## src/inc/status_pkg.sv

```systemverilog
// Shared constants for the status reporting block: register map, widths, preset values.
// Assumes a single 200 MHz clock domain and the plain address/strobe register port.
package status_pkg;

    // ****************************************************************
    // Register map (byte addresses, one word each)
    // ****************************************************************
    localparam logic [7:0] ADDR_ACT_LIVE = 8'h00;
    localparam logic [7:0] ADDR_ACT_EVENT = 8'h04;
    localparam logic [7:0] ADDR_ACT_MASK = 8'h08;
    localparam logic [7:0] ADDR_ACT_RISE = 8'h0C;
    localparam logic [7:0] ADDR_ACT_FALL = 8'h10;
    localparam logic [7:0] ADDR_DBT_LIVE = 8'h14;
    localparam logic [7:0] ADDR_DBT_EVENT = 8'h18;
    localparam logic [7:0] ADDR_DBT_MASK = 8'h1C;
    localparam logic [7:0] ADDR_DBT_RISE = 8'h20;
    localparam logic [7:0] ADDR_DBT_FALL = 8'h24;
    localparam logic [7:0] ADDR_PRESET = 8'h28;
    localparam logic [7:0] ADDR_ERR_NEXT = 8'h2C;
    localparam logic [7:0] ADDR_ERR_PUSH = 8'h30;
    localparam logic [7:0] ADDR_IRQ_STATUS = 8'h34;
    localparam logic [7:0] ADDR_IRQ_ENABLE = 8'h38;
    localparam logic [7:0] ADDR_IRQ_CLEAR = 8'h3C;

    // ****************************************************************
    // Fields and values
    // ****************************************************************
    localparam int GROUP_W = 16;
    localparam int ERR_W = 16;
    localparam logic [15:0] RISE_PRESET = 16'hFFFF;
    localparam logic [15:0] FALL_PRESET = 16'h0000;
    localparam logic [15:0] MASK_PRESET = 16'h0000;
    localparam logic [15:0] GROUP_RESET = 16'h0000;
    localparam logic [15:0] NO_ERROR_CODE = 16'h0000;
    localparam int ERR_EMPTY_BIT = 16;
    localparam int IRQ_ACT_BIT = 0;
    localparam int IRQ_DBT_BIT = 1;
    localparam int IRQ_ERR_BIT = 2;
    localparam int IRQ_OVF_BIT = 3;
    localparam int IRQ_W = 4;
    localparam int ERR_DEPTH = 8;

endpackage

```

## src/hdl/error_queue.sv

```systemverilog
// First-in first-out store of signed error codes, flip-flop based.
// Assumes push and pop come from logic on the same clock; a push into a full queue is dropped.
`timescale 1ns/1ps
module error_queue import status_pkg::*; #(
    parameter int DEPTH = ERR_DEPTH,
    parameter int WIDTH = ERR_W
) (
    input wire logic i_clk,
    input wire logic i_rst_n,
    input wire logic i_push,
    input wire logic signed [WIDTH-1:0] i_code,
    input wire logic i_pop,
    output logic signed [WIDTH-1:0] o_head,
    output logic o_empty,
    output logic o_full
);
    localparam int AW = $clog2(DEPTH);

    logic signed [WIDTH-1:0] mem_q [DEPTH];
    logic signed [WIDTH-1:0] mem_d [DEPTH];
    logic [AW-1:0] rd_q, rd_d, wr_q, wr_d;
    logic [AW:0] cnt_q, cnt_d;
    logic do_push, do_pop;

    function automatic logic [AW-1:0] inc(input logic [AW-1:0] p);
        if (p == AW'(DEPTH - 1)) begin
            return '0;
        end
        return p + 1'b1;
    endfunction

    assign o_empty = (cnt_q == '0);
    assign o_full = (cnt_q == (AW+1)'(DEPTH));
    // Oldest entry leaves first; an empty queue shows code zero.
    assign o_head = o_empty ? $signed(NO_ERROR_CODE) : mem_q[rd_q];

    always_comb begin
        do_push = i_push && !o_full;
        do_pop = i_pop && !o_empty;
        mem_d = mem_q;
        rd_d = rd_q;
        wr_d = wr_q;
        cnt_d = cnt_q;
        if (do_push) begin
            mem_d[wr_q] = i_code;
            wr_d = inc(wr_q);
        end
        if (do_pop) begin
            rd_d = inc(rd_q);
        end
        if (do_push && !do_pop) begin
            cnt_d = cnt_q + 1'b1;
        end else if (do_pop && !do_push) begin
            cnt_d = cnt_q - 1'b1;
        end
    end

    always_ff @(posedge i_clk) begin
        if (!i_rst_n) begin
            rd_q <= '0;
            wr_q <= '0;
            cnt_q <= '0;
            for (int i = 0; i < DEPTH; i++) begin
                mem_q[i] <= '0;
            end
        end else begin
            rd_q <= rd_d;
            wr_q <= wr_d;
            cnt_q <= cnt_d;
            mem_q <= mem_d;
        end
    end
endmodule

```

## src/hdl/status_reporting_registers.sv

```systemverilog
// Status reporting block: activity and doubtful_status_group with live, filter,
// latched event and mask parts, summary bits, error queue and an interrupt.
// Assumes status inputs come from outside the clock domain and are synchronised here;
// error pushes and the instrument reset pulse come from logic on the same clock.
//
// The placing of the registers and the plain strobed port were left to the implementer.
`timescale 1ns/1ps
module status_reporting_registers import status_pkg::*; #(
    parameter int GW = GROUP_W,
    parameter int DEPTH = ERR_DEPTH
) (
    input wire logic i_clk,
    input wire logic i_rst_n,
    input wire logic [7:0] i_addr,
    input wire logic [31:0] i_wdata,
    input wire logic i_wr,
    input wire logic i_rd,
    input wire logic [GW-1:0] i_act_status,
    input wire logic [GW-1:0] i_dbt_status,
    input wire logic i_err_push,
    input wire logic signed [ERR_W-1:0] i_err_code,
    input wire logic i_inst_reset,
    output logic [31:0] o_rdata,
    output logic o_act_summary,
    output logic o_dbt_summary,
    output logic o_irq
);

    // ****************************************************************
    // Input synchronisers
    // ****************************************************************
    logic [GW-1:0] act_s1_q, act_live_q, dbt_s1_q, dbt_live_q;
    logic [GW-1:0] act_prev_q, dbt_prev_q;

    always_ff @(posedge i_clk) begin
        if (!i_rst_n) begin
            act_s1_q <= GROUP_RESET;
            act_live_q <= GROUP_RESET;
            dbt_s1_q <= GROUP_RESET;
            dbt_live_q <= GROUP_RESET;
            act_prev_q <= GROUP_RESET;
            dbt_prev_q <= GROUP_RESET;
        end else begin
            act_s1_q <= i_act_status;
            act_live_q <= act_s1_q;
            dbt_s1_q <= i_dbt_status;
            dbt_live_q <= dbt_s1_q;
            act_prev_q <= act_live_q;
            dbt_prev_q <= dbt_live_q;
        end
    end

    // ****************************************************************
    // Register file and event latching
    // ****************************************************************
    logic [GW-1:0] act_evt_q, act_evt_d, dbt_evt_q, dbt_evt_d;
    logic [GW-1:0] act_mask_q, act_mask_d, dbt_mask_q, dbt_mask_d;
    logic [GW-1:0] act_rise_q, act_rise_d, dbt_rise_q, dbt_rise_d;
    logic [GW-1:0] act_fall_q, act_fall_d, dbt_fall_q, dbt_fall_d;
    logic [IRQ_W-1:0] irq_st_q, irq_st_d, irq_en_q, irq_en_d;
    logic [31:0] rdata_d;
    logic act_sum_d, dbt_sum_d, irq_d, ovf_d;
    logic wr_at_preset, err_pop;
    logic signed [ERR_W-1:0] err_head;
    logic err_empty, err_full;

    function automatic logic [GW-1:0] edges(input logic [GW-1:0] prev, input logic [GW-1:0] cur,
                                            input logic [GW-1:0] rise, input logic [GW-1:0] fall);
        return (~prev & cur & rise) | (prev & ~cur & fall);
    endfunction

    function automatic logic hit(input logic strobe, input logic [7:0] a, input logic [7:0] ref_a);
        return strobe && (a == ref_a);
    endfunction

    assign wr_at_preset = hit(i_wr, i_addr, ADDR_PRESET);
    assign err_pop = hit(i_rd, i_addr, ADDR_ERR_NEXT);

    error_queue #(.DEPTH(DEPTH), .WIDTH(ERR_W)) u_errq (
        .i_clk(i_clk),
        .i_rst_n(i_rst_n),
        .i_push(i_err_push),
        .i_code(i_err_code),
        .i_pop(err_pop),
        .o_head(err_head),
        .o_empty(err_empty),
        .o_full(err_full)
    );

    always_comb begin
        act_mask_d = act_mask_q;
        dbt_mask_d = dbt_mask_q;
        act_rise_d = act_rise_q;
        dbt_rise_d = dbt_rise_q;
        act_fall_d = act_fall_q;
        dbt_fall_d = dbt_fall_q;
        irq_en_d = irq_en_q;
        // The instrument reset pulse is deliberately not read here.
        if (i_wr) begin
            unique case (i_addr)
                ADDR_ACT_MASK: act_mask_d = i_wdata[GW-1:0];
                ADDR_DBT_MASK: dbt_mask_d = i_wdata[GW-1:0];
                ADDR_ACT_RISE: act_rise_d = i_wdata[GW-1:0];
                ADDR_DBT_RISE: dbt_rise_d = i_wdata[GW-1:0];
                ADDR_ACT_FALL: act_fall_d = i_wdata[GW-1:0];
                ADDR_DBT_FALL: dbt_fall_d = i_wdata[GW-1:0];
                ADDR_IRQ_ENABLE: irq_en_d = i_wdata[IRQ_W-1:0];
                default: ;
            endcase
        end
        if (wr_at_preset) begin
            act_rise_d = RISE_PRESET;
            dbt_rise_d = RISE_PRESET;
            act_fall_d = FALL_PRESET;
            dbt_fall_d = FALL_PRESET;
            act_mask_d = MASK_PRESET;
            dbt_mask_d = MASK_PRESET;
        end
    end

    always_comb begin
        act_evt_d = act_evt_q;
        dbt_evt_d = dbt_evt_q;
        if (hit(i_rd, i_addr, ADDR_ACT_EVENT)) begin
            act_evt_d = GROUP_RESET;
        end
        if (hit(i_rd, i_addr, ADDR_DBT_EVENT)) begin
            dbt_evt_d = GROUP_RESET;
        end
        // New edges are ORed in after the clear so an edge in the read cycle survives.
        act_evt_d = act_evt_d | edges(act_prev_q, act_live_q, act_rise_q, act_fall_q);
        dbt_evt_d = dbt_evt_d | edges(dbt_prev_q, dbt_live_q, dbt_rise_q, dbt_fall_q);
        act_sum_d = |(act_evt_d & act_mask_d);
        dbt_sum_d = |(dbt_evt_d & dbt_mask_d);
        ovf_d = i_err_push && err_full;
        irq_st_d = irq_st_q;
        if (hit(i_wr, i_addr, ADDR_IRQ_CLEAR)) begin
            irq_st_d = irq_st_q & ~i_wdata[IRQ_W-1:0];
        end
        irq_st_d[IRQ_ACT_BIT] = irq_st_d[IRQ_ACT_BIT] | act_sum_d;
        irq_st_d[IRQ_DBT_BIT] = irq_st_d[IRQ_DBT_BIT] | dbt_sum_d;
        irq_st_d[IRQ_ERR_BIT] = irq_st_d[IRQ_ERR_BIT] | i_err_push;
        irq_st_d[IRQ_OVF_BIT] = irq_st_d[IRQ_OVF_BIT] | ovf_d;
        irq_d = |(irq_st_d & irq_en_d);
    end

    always_comb begin
        rdata_d = 32'h0000_0000;
        if (i_rd) begin
            unique case (i_addr)
                ADDR_ACT_LIVE: rdata_d[GW-1:0] = act_live_q;
                ADDR_DBT_LIVE: rdata_d[GW-1:0] = dbt_live_q;
                ADDR_ACT_EVENT: rdata_d[GW-1:0] = act_evt_q;
                ADDR_DBT_EVENT: rdata_d[GW-1:0] = dbt_evt_q;
                ADDR_ACT_MASK: rdata_d[GW-1:0] = act_mask_q;
                ADDR_DBT_MASK: rdata_d[GW-1:0] = dbt_mask_q;
                ADDR_ACT_RISE: rdata_d[GW-1:0] = act_rise_q;
                ADDR_DBT_RISE: rdata_d[GW-1:0] = dbt_rise_q;
                ADDR_ACT_FALL: rdata_d[GW-1:0] = act_fall_q;
                ADDR_DBT_FALL: rdata_d[GW-1:0] = dbt_fall_q;
                ADDR_ERR_NEXT: begin
                    rdata_d[ERR_W-1:0] = err_head;
                    rdata_d[ERR_EMPTY_BIT] = err_empty;
                end
                ADDR_IRQ_STATUS: rdata_d[IRQ_W-1:0] = irq_st_q;
                ADDR_IRQ_ENABLE: rdata_d[IRQ_W-1:0] = irq_en_q;
                default: rdata_d = 32'h0000_0000;
            endcase
        end
    end

    always_ff @(posedge i_clk) begin
        if (!i_rst_n) begin
            act_evt_q <= GROUP_RESET;
            dbt_evt_q <= GROUP_RESET;
            act_mask_q <= MASK_PRESET;
            dbt_mask_q <= MASK_PRESET;
            act_rise_q <= RISE_PRESET;
            dbt_rise_q <= RISE_PRESET;
            act_fall_q <= FALL_PRESET;
            dbt_fall_q <= FALL_PRESET;
            irq_st_q <= '0;
            irq_en_q <= '0;
            o_rdata <= 32'h0000_0000;
            o_act_summary <= 1'b0;
            o_dbt_summary <= 1'b0;
            o_irq <= 1'b0;
        end else begin
            act_evt_q <= act_evt_d;
            dbt_evt_q <= dbt_evt_d;
            act_mask_q <= act_mask_d;
            dbt_mask_q <= dbt_mask_d;
            act_rise_q <= act_rise_d;
            dbt_rise_q <= dbt_rise_d;
            act_fall_q <= act_fall_d;
            dbt_fall_q <= dbt_fall_d;
            irq_st_q <= irq_st_d;
            irq_en_q <= irq_en_d;
            o_rdata <= rdata_d;
            o_act_summary <= act_sum_d;
            o_dbt_summary <= dbt_sum_d;
            o_irq <= irq_d;
        end
    end

    // ****************************************************************
    // Assertions
    // ****************************************************************
    property p_evt_clear;
        @(posedge i_clk) disable iff (!i_rst_n)
        (i_rd && i_addr == ADDR_ACT_EVENT) |=>
            (act_evt_q == edges($past(act_prev_q), $past(act_live_q),
                                $past(act_rise_q), $past(act_fall_q)));
    endproperty
    a_evt_clear: assert property (p_evt_clear) else $error("event part not cleared by read");

    property p_live_read;
        @(posedge i_clk) disable iff (!i_rst_n)
        (i_rd && i_addr == ADDR_DBT_LIVE) |=> (o_rdata[GW-1:0] == $past(dbt_live_q));
    endproperty
    a_live_read: assert property (p_live_read) else $error("live read wrong");

    property p_live_keep;
        @(posedge i_clk) disable iff (!i_rst_n)
        (i_rd && i_addr == ADDR_ACT_LIVE) |=> (act_live_q == $past(act_s1_q)
            && (act_evt_q & $past(act_evt_q)) == $past(act_evt_q));
    endproperty
    a_live_keep: assert property (p_live_keep) else $error("live read had a side effect");

    property p_live_sync;
        @(posedge i_clk) disable iff (!i_rst_n)
        ##2 (act_live_q == $past(i_act_status, 2));
    endproperty
    a_live_sync: assert property (p_live_sync) else $error("live part not two-stage");

    property p_mask_gate;
        @(posedge i_clk) disable iff (!i_rst_n)
        (o_act_summary == |(act_evt_q & act_mask_q))
            && (o_dbt_summary == |(dbt_evt_q & dbt_mask_q));
    endproperty
    a_mask_gate: assert property (p_mask_gate) else $error("summary not masked");

    property p_rise_latch;
        @(posedge i_clk) disable iff (!i_rst_n)
        (|(~act_prev_q & act_live_q & act_rise_q)) |=>
            ((act_evt_q & $past(~act_prev_q & act_live_q & act_rise_q)) != '0);
    endproperty
    a_rise_latch: assert property (p_rise_latch) else $error("rise edge lost");

    property p_fall_latch;
        @(posedge i_clk) disable iff (!i_rst_n)
        (|(dbt_prev_q & ~dbt_live_q & dbt_fall_q)) |=>
            ((dbt_evt_q & $past(dbt_prev_q & ~dbt_live_q & dbt_fall_q)) != '0);
    endproperty
    a_fall_latch: assert property (p_fall_latch) else $error("fall edge lost");

    property p_preset;
        @(posedge i_clk) disable iff (!i_rst_n)
        (i_wr && i_addr == ADDR_PRESET) |=> (act_rise_q == RISE_PRESET && dbt_rise_q == RISE_PRESET
            && act_fall_q == FALL_PRESET && dbt_fall_q == FALL_PRESET
            && act_mask_q == MASK_PRESET && dbt_mask_q == MASK_PRESET);
    endproperty
    a_preset: assert property (p_preset) else $error("preset values wrong");

    property p_inst_reset;
        @(posedge i_clk) disable iff (!i_rst_n)
        (i_inst_reset && !i_wr) |=> ($stable(act_mask_q) && $stable(dbt_rise_q)
            && $stable(act_fall_q));
    endproperty
    a_inst_reset: assert property (p_inst_reset) else $error("inst reset touched status");

    property p_err_empty;
        @(posedge i_clk) disable iff (!i_rst_n)
        (i_rd && i_addr == ADDR_ERR_NEXT && err_empty) |=>
            (o_rdata[ERR_W-1:0] == NO_ERROR_CODE && o_rdata[ERR_EMPTY_BIT]);
    endproperty
    a_err_empty: assert property (p_err_empty) else $error("empty queue read wrong");

    property p_err_head;
        @(posedge i_clk) disable iff (!i_rst_n)
        (i_rd && i_addr == ADDR_ERR_NEXT && !err_empty) |=>
            (o_rdata[ERR_W-1:0] == $past(err_head) && !o_rdata[ERR_EMPTY_BIT]);
    endproperty
    a_err_head: assert property (p_err_head) else $error("queue head read wrong");

    c_preset: cover property (@(posedge i_clk) disable iff (!i_rst_n) wr_at_preset);
    c_evt_read: cover property (@(posedge i_clk) disable iff (!i_rst_n)
        (i_rd && i_addr == ADDR_ACT_EVENT && act_evt_q != '0));
    c_err_pop: cover property (@(posedge i_clk) disable iff (!i_rst_n) (err_pop && !err_empty));
    c_irq: cover property (@(posedge i_clk) disable iff (!i_rst_n) o_irq);
    c_err_ovf: cover property (@(posedge i_clk) disable iff (!i_rst_n) (i_err_push && err_full));
endmodule

```

## config.mk

```make
export PLATFORM = sky130hd
export DESIGN_NAME = status_reporting_registers
export DESIGN_NICKNAME = d
export VERILOG_FILES = /design/src/inc/status_pkg.sv /design/src/hdl/error_queue.sv /design/src/hdl/status_reporting_registers.sv
export SDC_FILE = /design/constraint.sdc
export NUM_CORES = 1
export LEC_CHECK = 0
export BUFFER_PORTS_ARGS = -buffer_cell sky130_fd_sc_hd__buf_2
export CORE_MARGIN = 5
export CORE_UTILIZATION = 60
export CTS_CLUSTER_DIAMETER = 60
export DETAILED_ROUTE_END_ITERATION = 8
export PLACE_DENSITY = 0.8
export SYNTH_ARGS = -nofsm -noshare
export SYNTH_HDL_FRONTEND = slang
export SYNTH_HIERARCHICAL = 1
export SYNTH_SLANG_ARGS = --single-unit
export TNS_END_PERCENT = 50
```

## constraint.sdc

```tcl
create_clock -name i_clk -period 2.85 [get_ports i_clk]
set_clock_uncertainty 0.1 [all_clocks]
set_input_delay 0 -clock i_clk [delete_from_list [all_inputs] [get_ports i_clk]]
set_output_delay 0 -clock i_clk [all_outputs]
set_load 0.01 [all_outputs]
```

==> results.yml <==
worst_setup_path:
  worstPathRequired_ns: 3.16
  cp_top_family: "compound AO/OA/AOI/OAI gates"
  worstPathArrival_ns: 3.02
  cp_slowest_cell: "or4b_1"
  start_kind: "input port"
  reg2reg_depth: 7
  path_depth: 10
  crit_type: "input port to flop"
  worst-path-buf-inv: 3
  cpPeakStageDelay_ns: 0.58
  crit_path_end_kind: "flop"
  crit_chain: "dlygate4sd3_1, buf_2, or4b_1, buf_12, o31a_1, a2bb2oi_1, a2111oi_2, nand4_1, a31oi_1, nand3_1"
  critPathMaxFanout: 28
pwr:
  powerDensity_nw_per_um2: 614
  ir_drop_mv: 0.678
  finalPower_mw: 12.2
  p_leak_nw: 8.02
timing:
  rsz0062_at_grt: "false"
  fin_crit_sh_pct: 94.8
  finalSetupTns_ns: 0
  worstMarginPinSlew_ns: 0.970
  finalWorstSetupSlack_ns: 0.148
  slew-limit-headroom_pct: 35.3
  hold_viol: 0
  slew_viol_final: 0
  max_freq_mhz: 370
  setup_viol: 0
  min_period_ns: 2.70
layout:
  diodes: 0
  drive_gt1_share_pct: 16.2
  area_growth_pct: 18.4
  top_register: "u_errq/mem_q"
  largest_register_ffs: 128
  top_regs: "u_errq/mem_q x128, o_rdata x17"
  fillCellCount: 1985
  fin_util_pct: 71.8
  nNetsFinal: 1929
die:
  die_x_um: 177
  core_um2: 27700
  dieArea_um2: 31400
  ioPinCount: 129
  die_y_um: 177
  rows: 61
  initial_core_util_pct: 60.6
grt:
  antenna_found_initial: 1
  grt_pass1_wl_mm: 76.0
  grt_pass1_vias: 13600
  grt_max_degree: 221
  grt_overflow_total: 0
  grtUsageTotal_pct: 30.6
clocking:
  numCtsBuffers: 39
  clkSlewWorstSetupHoldPaths_ns: 0.07
  clkLatencyLatePin_ns: 0.53
  cts.sinks: 390
  cts_tree: "built"
  cts_resized: 0
  cts-root-buf: "clkbuf_16"
  clockBufferDepth: 3
  h-tree-depth: 2
routing:
  first_pass_iters: 9
  route.met3.wl_mm: 4.63
  routed_via_density: 6.20
  routed-via-count: 13900
  routedWlPerCell_um: 21.9
  drt-initial-drc-count: 1823
  wl_met2_mm: 22.5
  top_layer_used: "met4"
  met1Wirelength_mm: 19.5
  antenna_left: 0
  wirelength_mm: 49.0
  drc: 0
job:
  maxCapViolations: 0
logic_synthesis:
  synthArstFlopShare_pct: 0
  synthCells: 1670
  yosysMostFrequentCell: "dfxtp_1"
  ys.flop_type: "dfxtp_1"
  synth_edf_count: 0
  yosysTopAreaCellShare_pct: 46.5
  synth_common_cells: "dfxtp_1 (390), mux2i_1 (184), nor2b_1 (132), nand2_1 (123), and2_1 (117)"
  ys_seq_area_share_pct: 46.5
  ys_types: 62
  syn_area_um2: 16800
  synth_warnings: 6
  ys_seq_elements: 390
  synthTopCellsByArea: "dfxtp_1 (46%), mux2i_1 (11%), nor2b_1 (4.9%)"
  post-synth-top-area-cell: "dfxtp_1"
  avgSynthCellArea_um2: 10.1
status:
  status: "complete, no violations"
placed_design:
  dp_hpwl_mm: 31.4
  io_buffers: 96
  gp_congestion: 0.954
  dp_worst_setup_slack_ns: 0.203
hold_path:
  hold_depth: 5
  worstHoldPathType: "input port to flop"
[layout make-up]
| type | instances | area (um2) | area share, % |
|---|---|---|---|
| inverters | 6 | 22.5 | 0.113 |
| multi-input cells | 1139 | 8320 | 41.9 |
| well taps | 378 | 473 | 2.38 |
| flip-flops and latches | 390 | 7810 | 39.3 |
| repair buffers | 251 | 1920 | 9.64 |
| clock buffers | 54 | 1130 | 5.70 |
| clock inverters | 16 | 206 | 1.04 |
[where the power goes]
part           total (mW)  leakage [nW]  internal, mW  switching (mW)
combinational        1.13          4.19         0.508           0.622
sequential           5.75          3.17          5.61           0.134
clock                5.34         0.659          3.16            2.17
[kinds of logic after synthesis]
logic type / after synthesis / share of synthesized area, %
other: 1 / 0.0223
AOI/OAI and AO/OA: 262 / 11.8
muxes: 224 / 15.8
buffers and inverters: 155 / 4.57
adders and majority gates: 8 / 0.641
DFF: 390 / 46.5
and+or+nand+nor: 628 / 20.5
xor gates and xnor gates: 2 / 0.104
[stage by stage]
| stage | instances | cell area [um2] | hold slack [ns] |
|---|---|---|---|
| 6_report | 2234 | 19900 | 0.0355 |
| 5_1_grt | 2234 | 19900 | 0.0544 |
| 4_1_cts | 2233 | 19900 | 0.0187 |
| 3_5_place_dp | 2085 | 17800 | 0.109 |
| 3_3_place_gp | 2085 | 17800 | 0.107 |
| 2_1_floorplan | 1684 | 16800 | 0.0239 |
[cell usage in the layout, fill, tap and decap left out, drive strengths merged, types with 3 or more instances in the layout]
master	n
dfxtp	390
or4b	6
inv	6
dlygate4sd3	78
nor4	3
ha	7
a21boi	10
nand2b	4
mux2	8
a2bb2oi	22
a2111oi	8
mux4	32
a21oi	37
a21o	8
nor3	6
nand3	43
a222oi	25
bufinv	4
a31oi	12
buf	173
clkbuf	54
or3	3
mux2i	184
nor2b	132
o21ai	33
o31a	23
a22o	12
nor2	112
o31ai	26
and2	118
a22oi	23
or4	4
a221oi	18
nand2	123
clkinv	10
nand4	27
nor4b	6
conb	15
nand3b	32
[routing by layer]
layer	vias to the layer above	track usage, %
li1	6258	-
met1	6607	40.3
met2	806	49.5
met3	188	5.82
met4	0	13.1
met5	-	0
[worst paths after layout]
kind | slack (ns) | from | endpoint
max | 0.15 | i_addr[5] | o_irq
min | 0.04 | i_addr[0] | act_mask_q[2]
max reg2reg | 0.21 | u_errq/rd_q[0] | o_rdata[13]
min reg2reg | 0.33 | act_s1_q[9] | act_live_q[9]
[worst register-to-register path, stage by stage, from the launching register on]
cell      delay, ns
dfxtp_2        0.59
buf_4          0.32
mux4_2         0.54
mux2i_1        0.24
nor2_1         0.16
a22o_1         0.24
a221oi_1       0.21
a31oi_1        0.12
[repair_timing]
action,4_1_cts,5_1_grt
buffers inserted,0,1
setup endpoints to repair,0,1
hold buffers,78,0
hold endpoints to repair,292,0
Note: power is estimated with default switching activity, not from simulation.
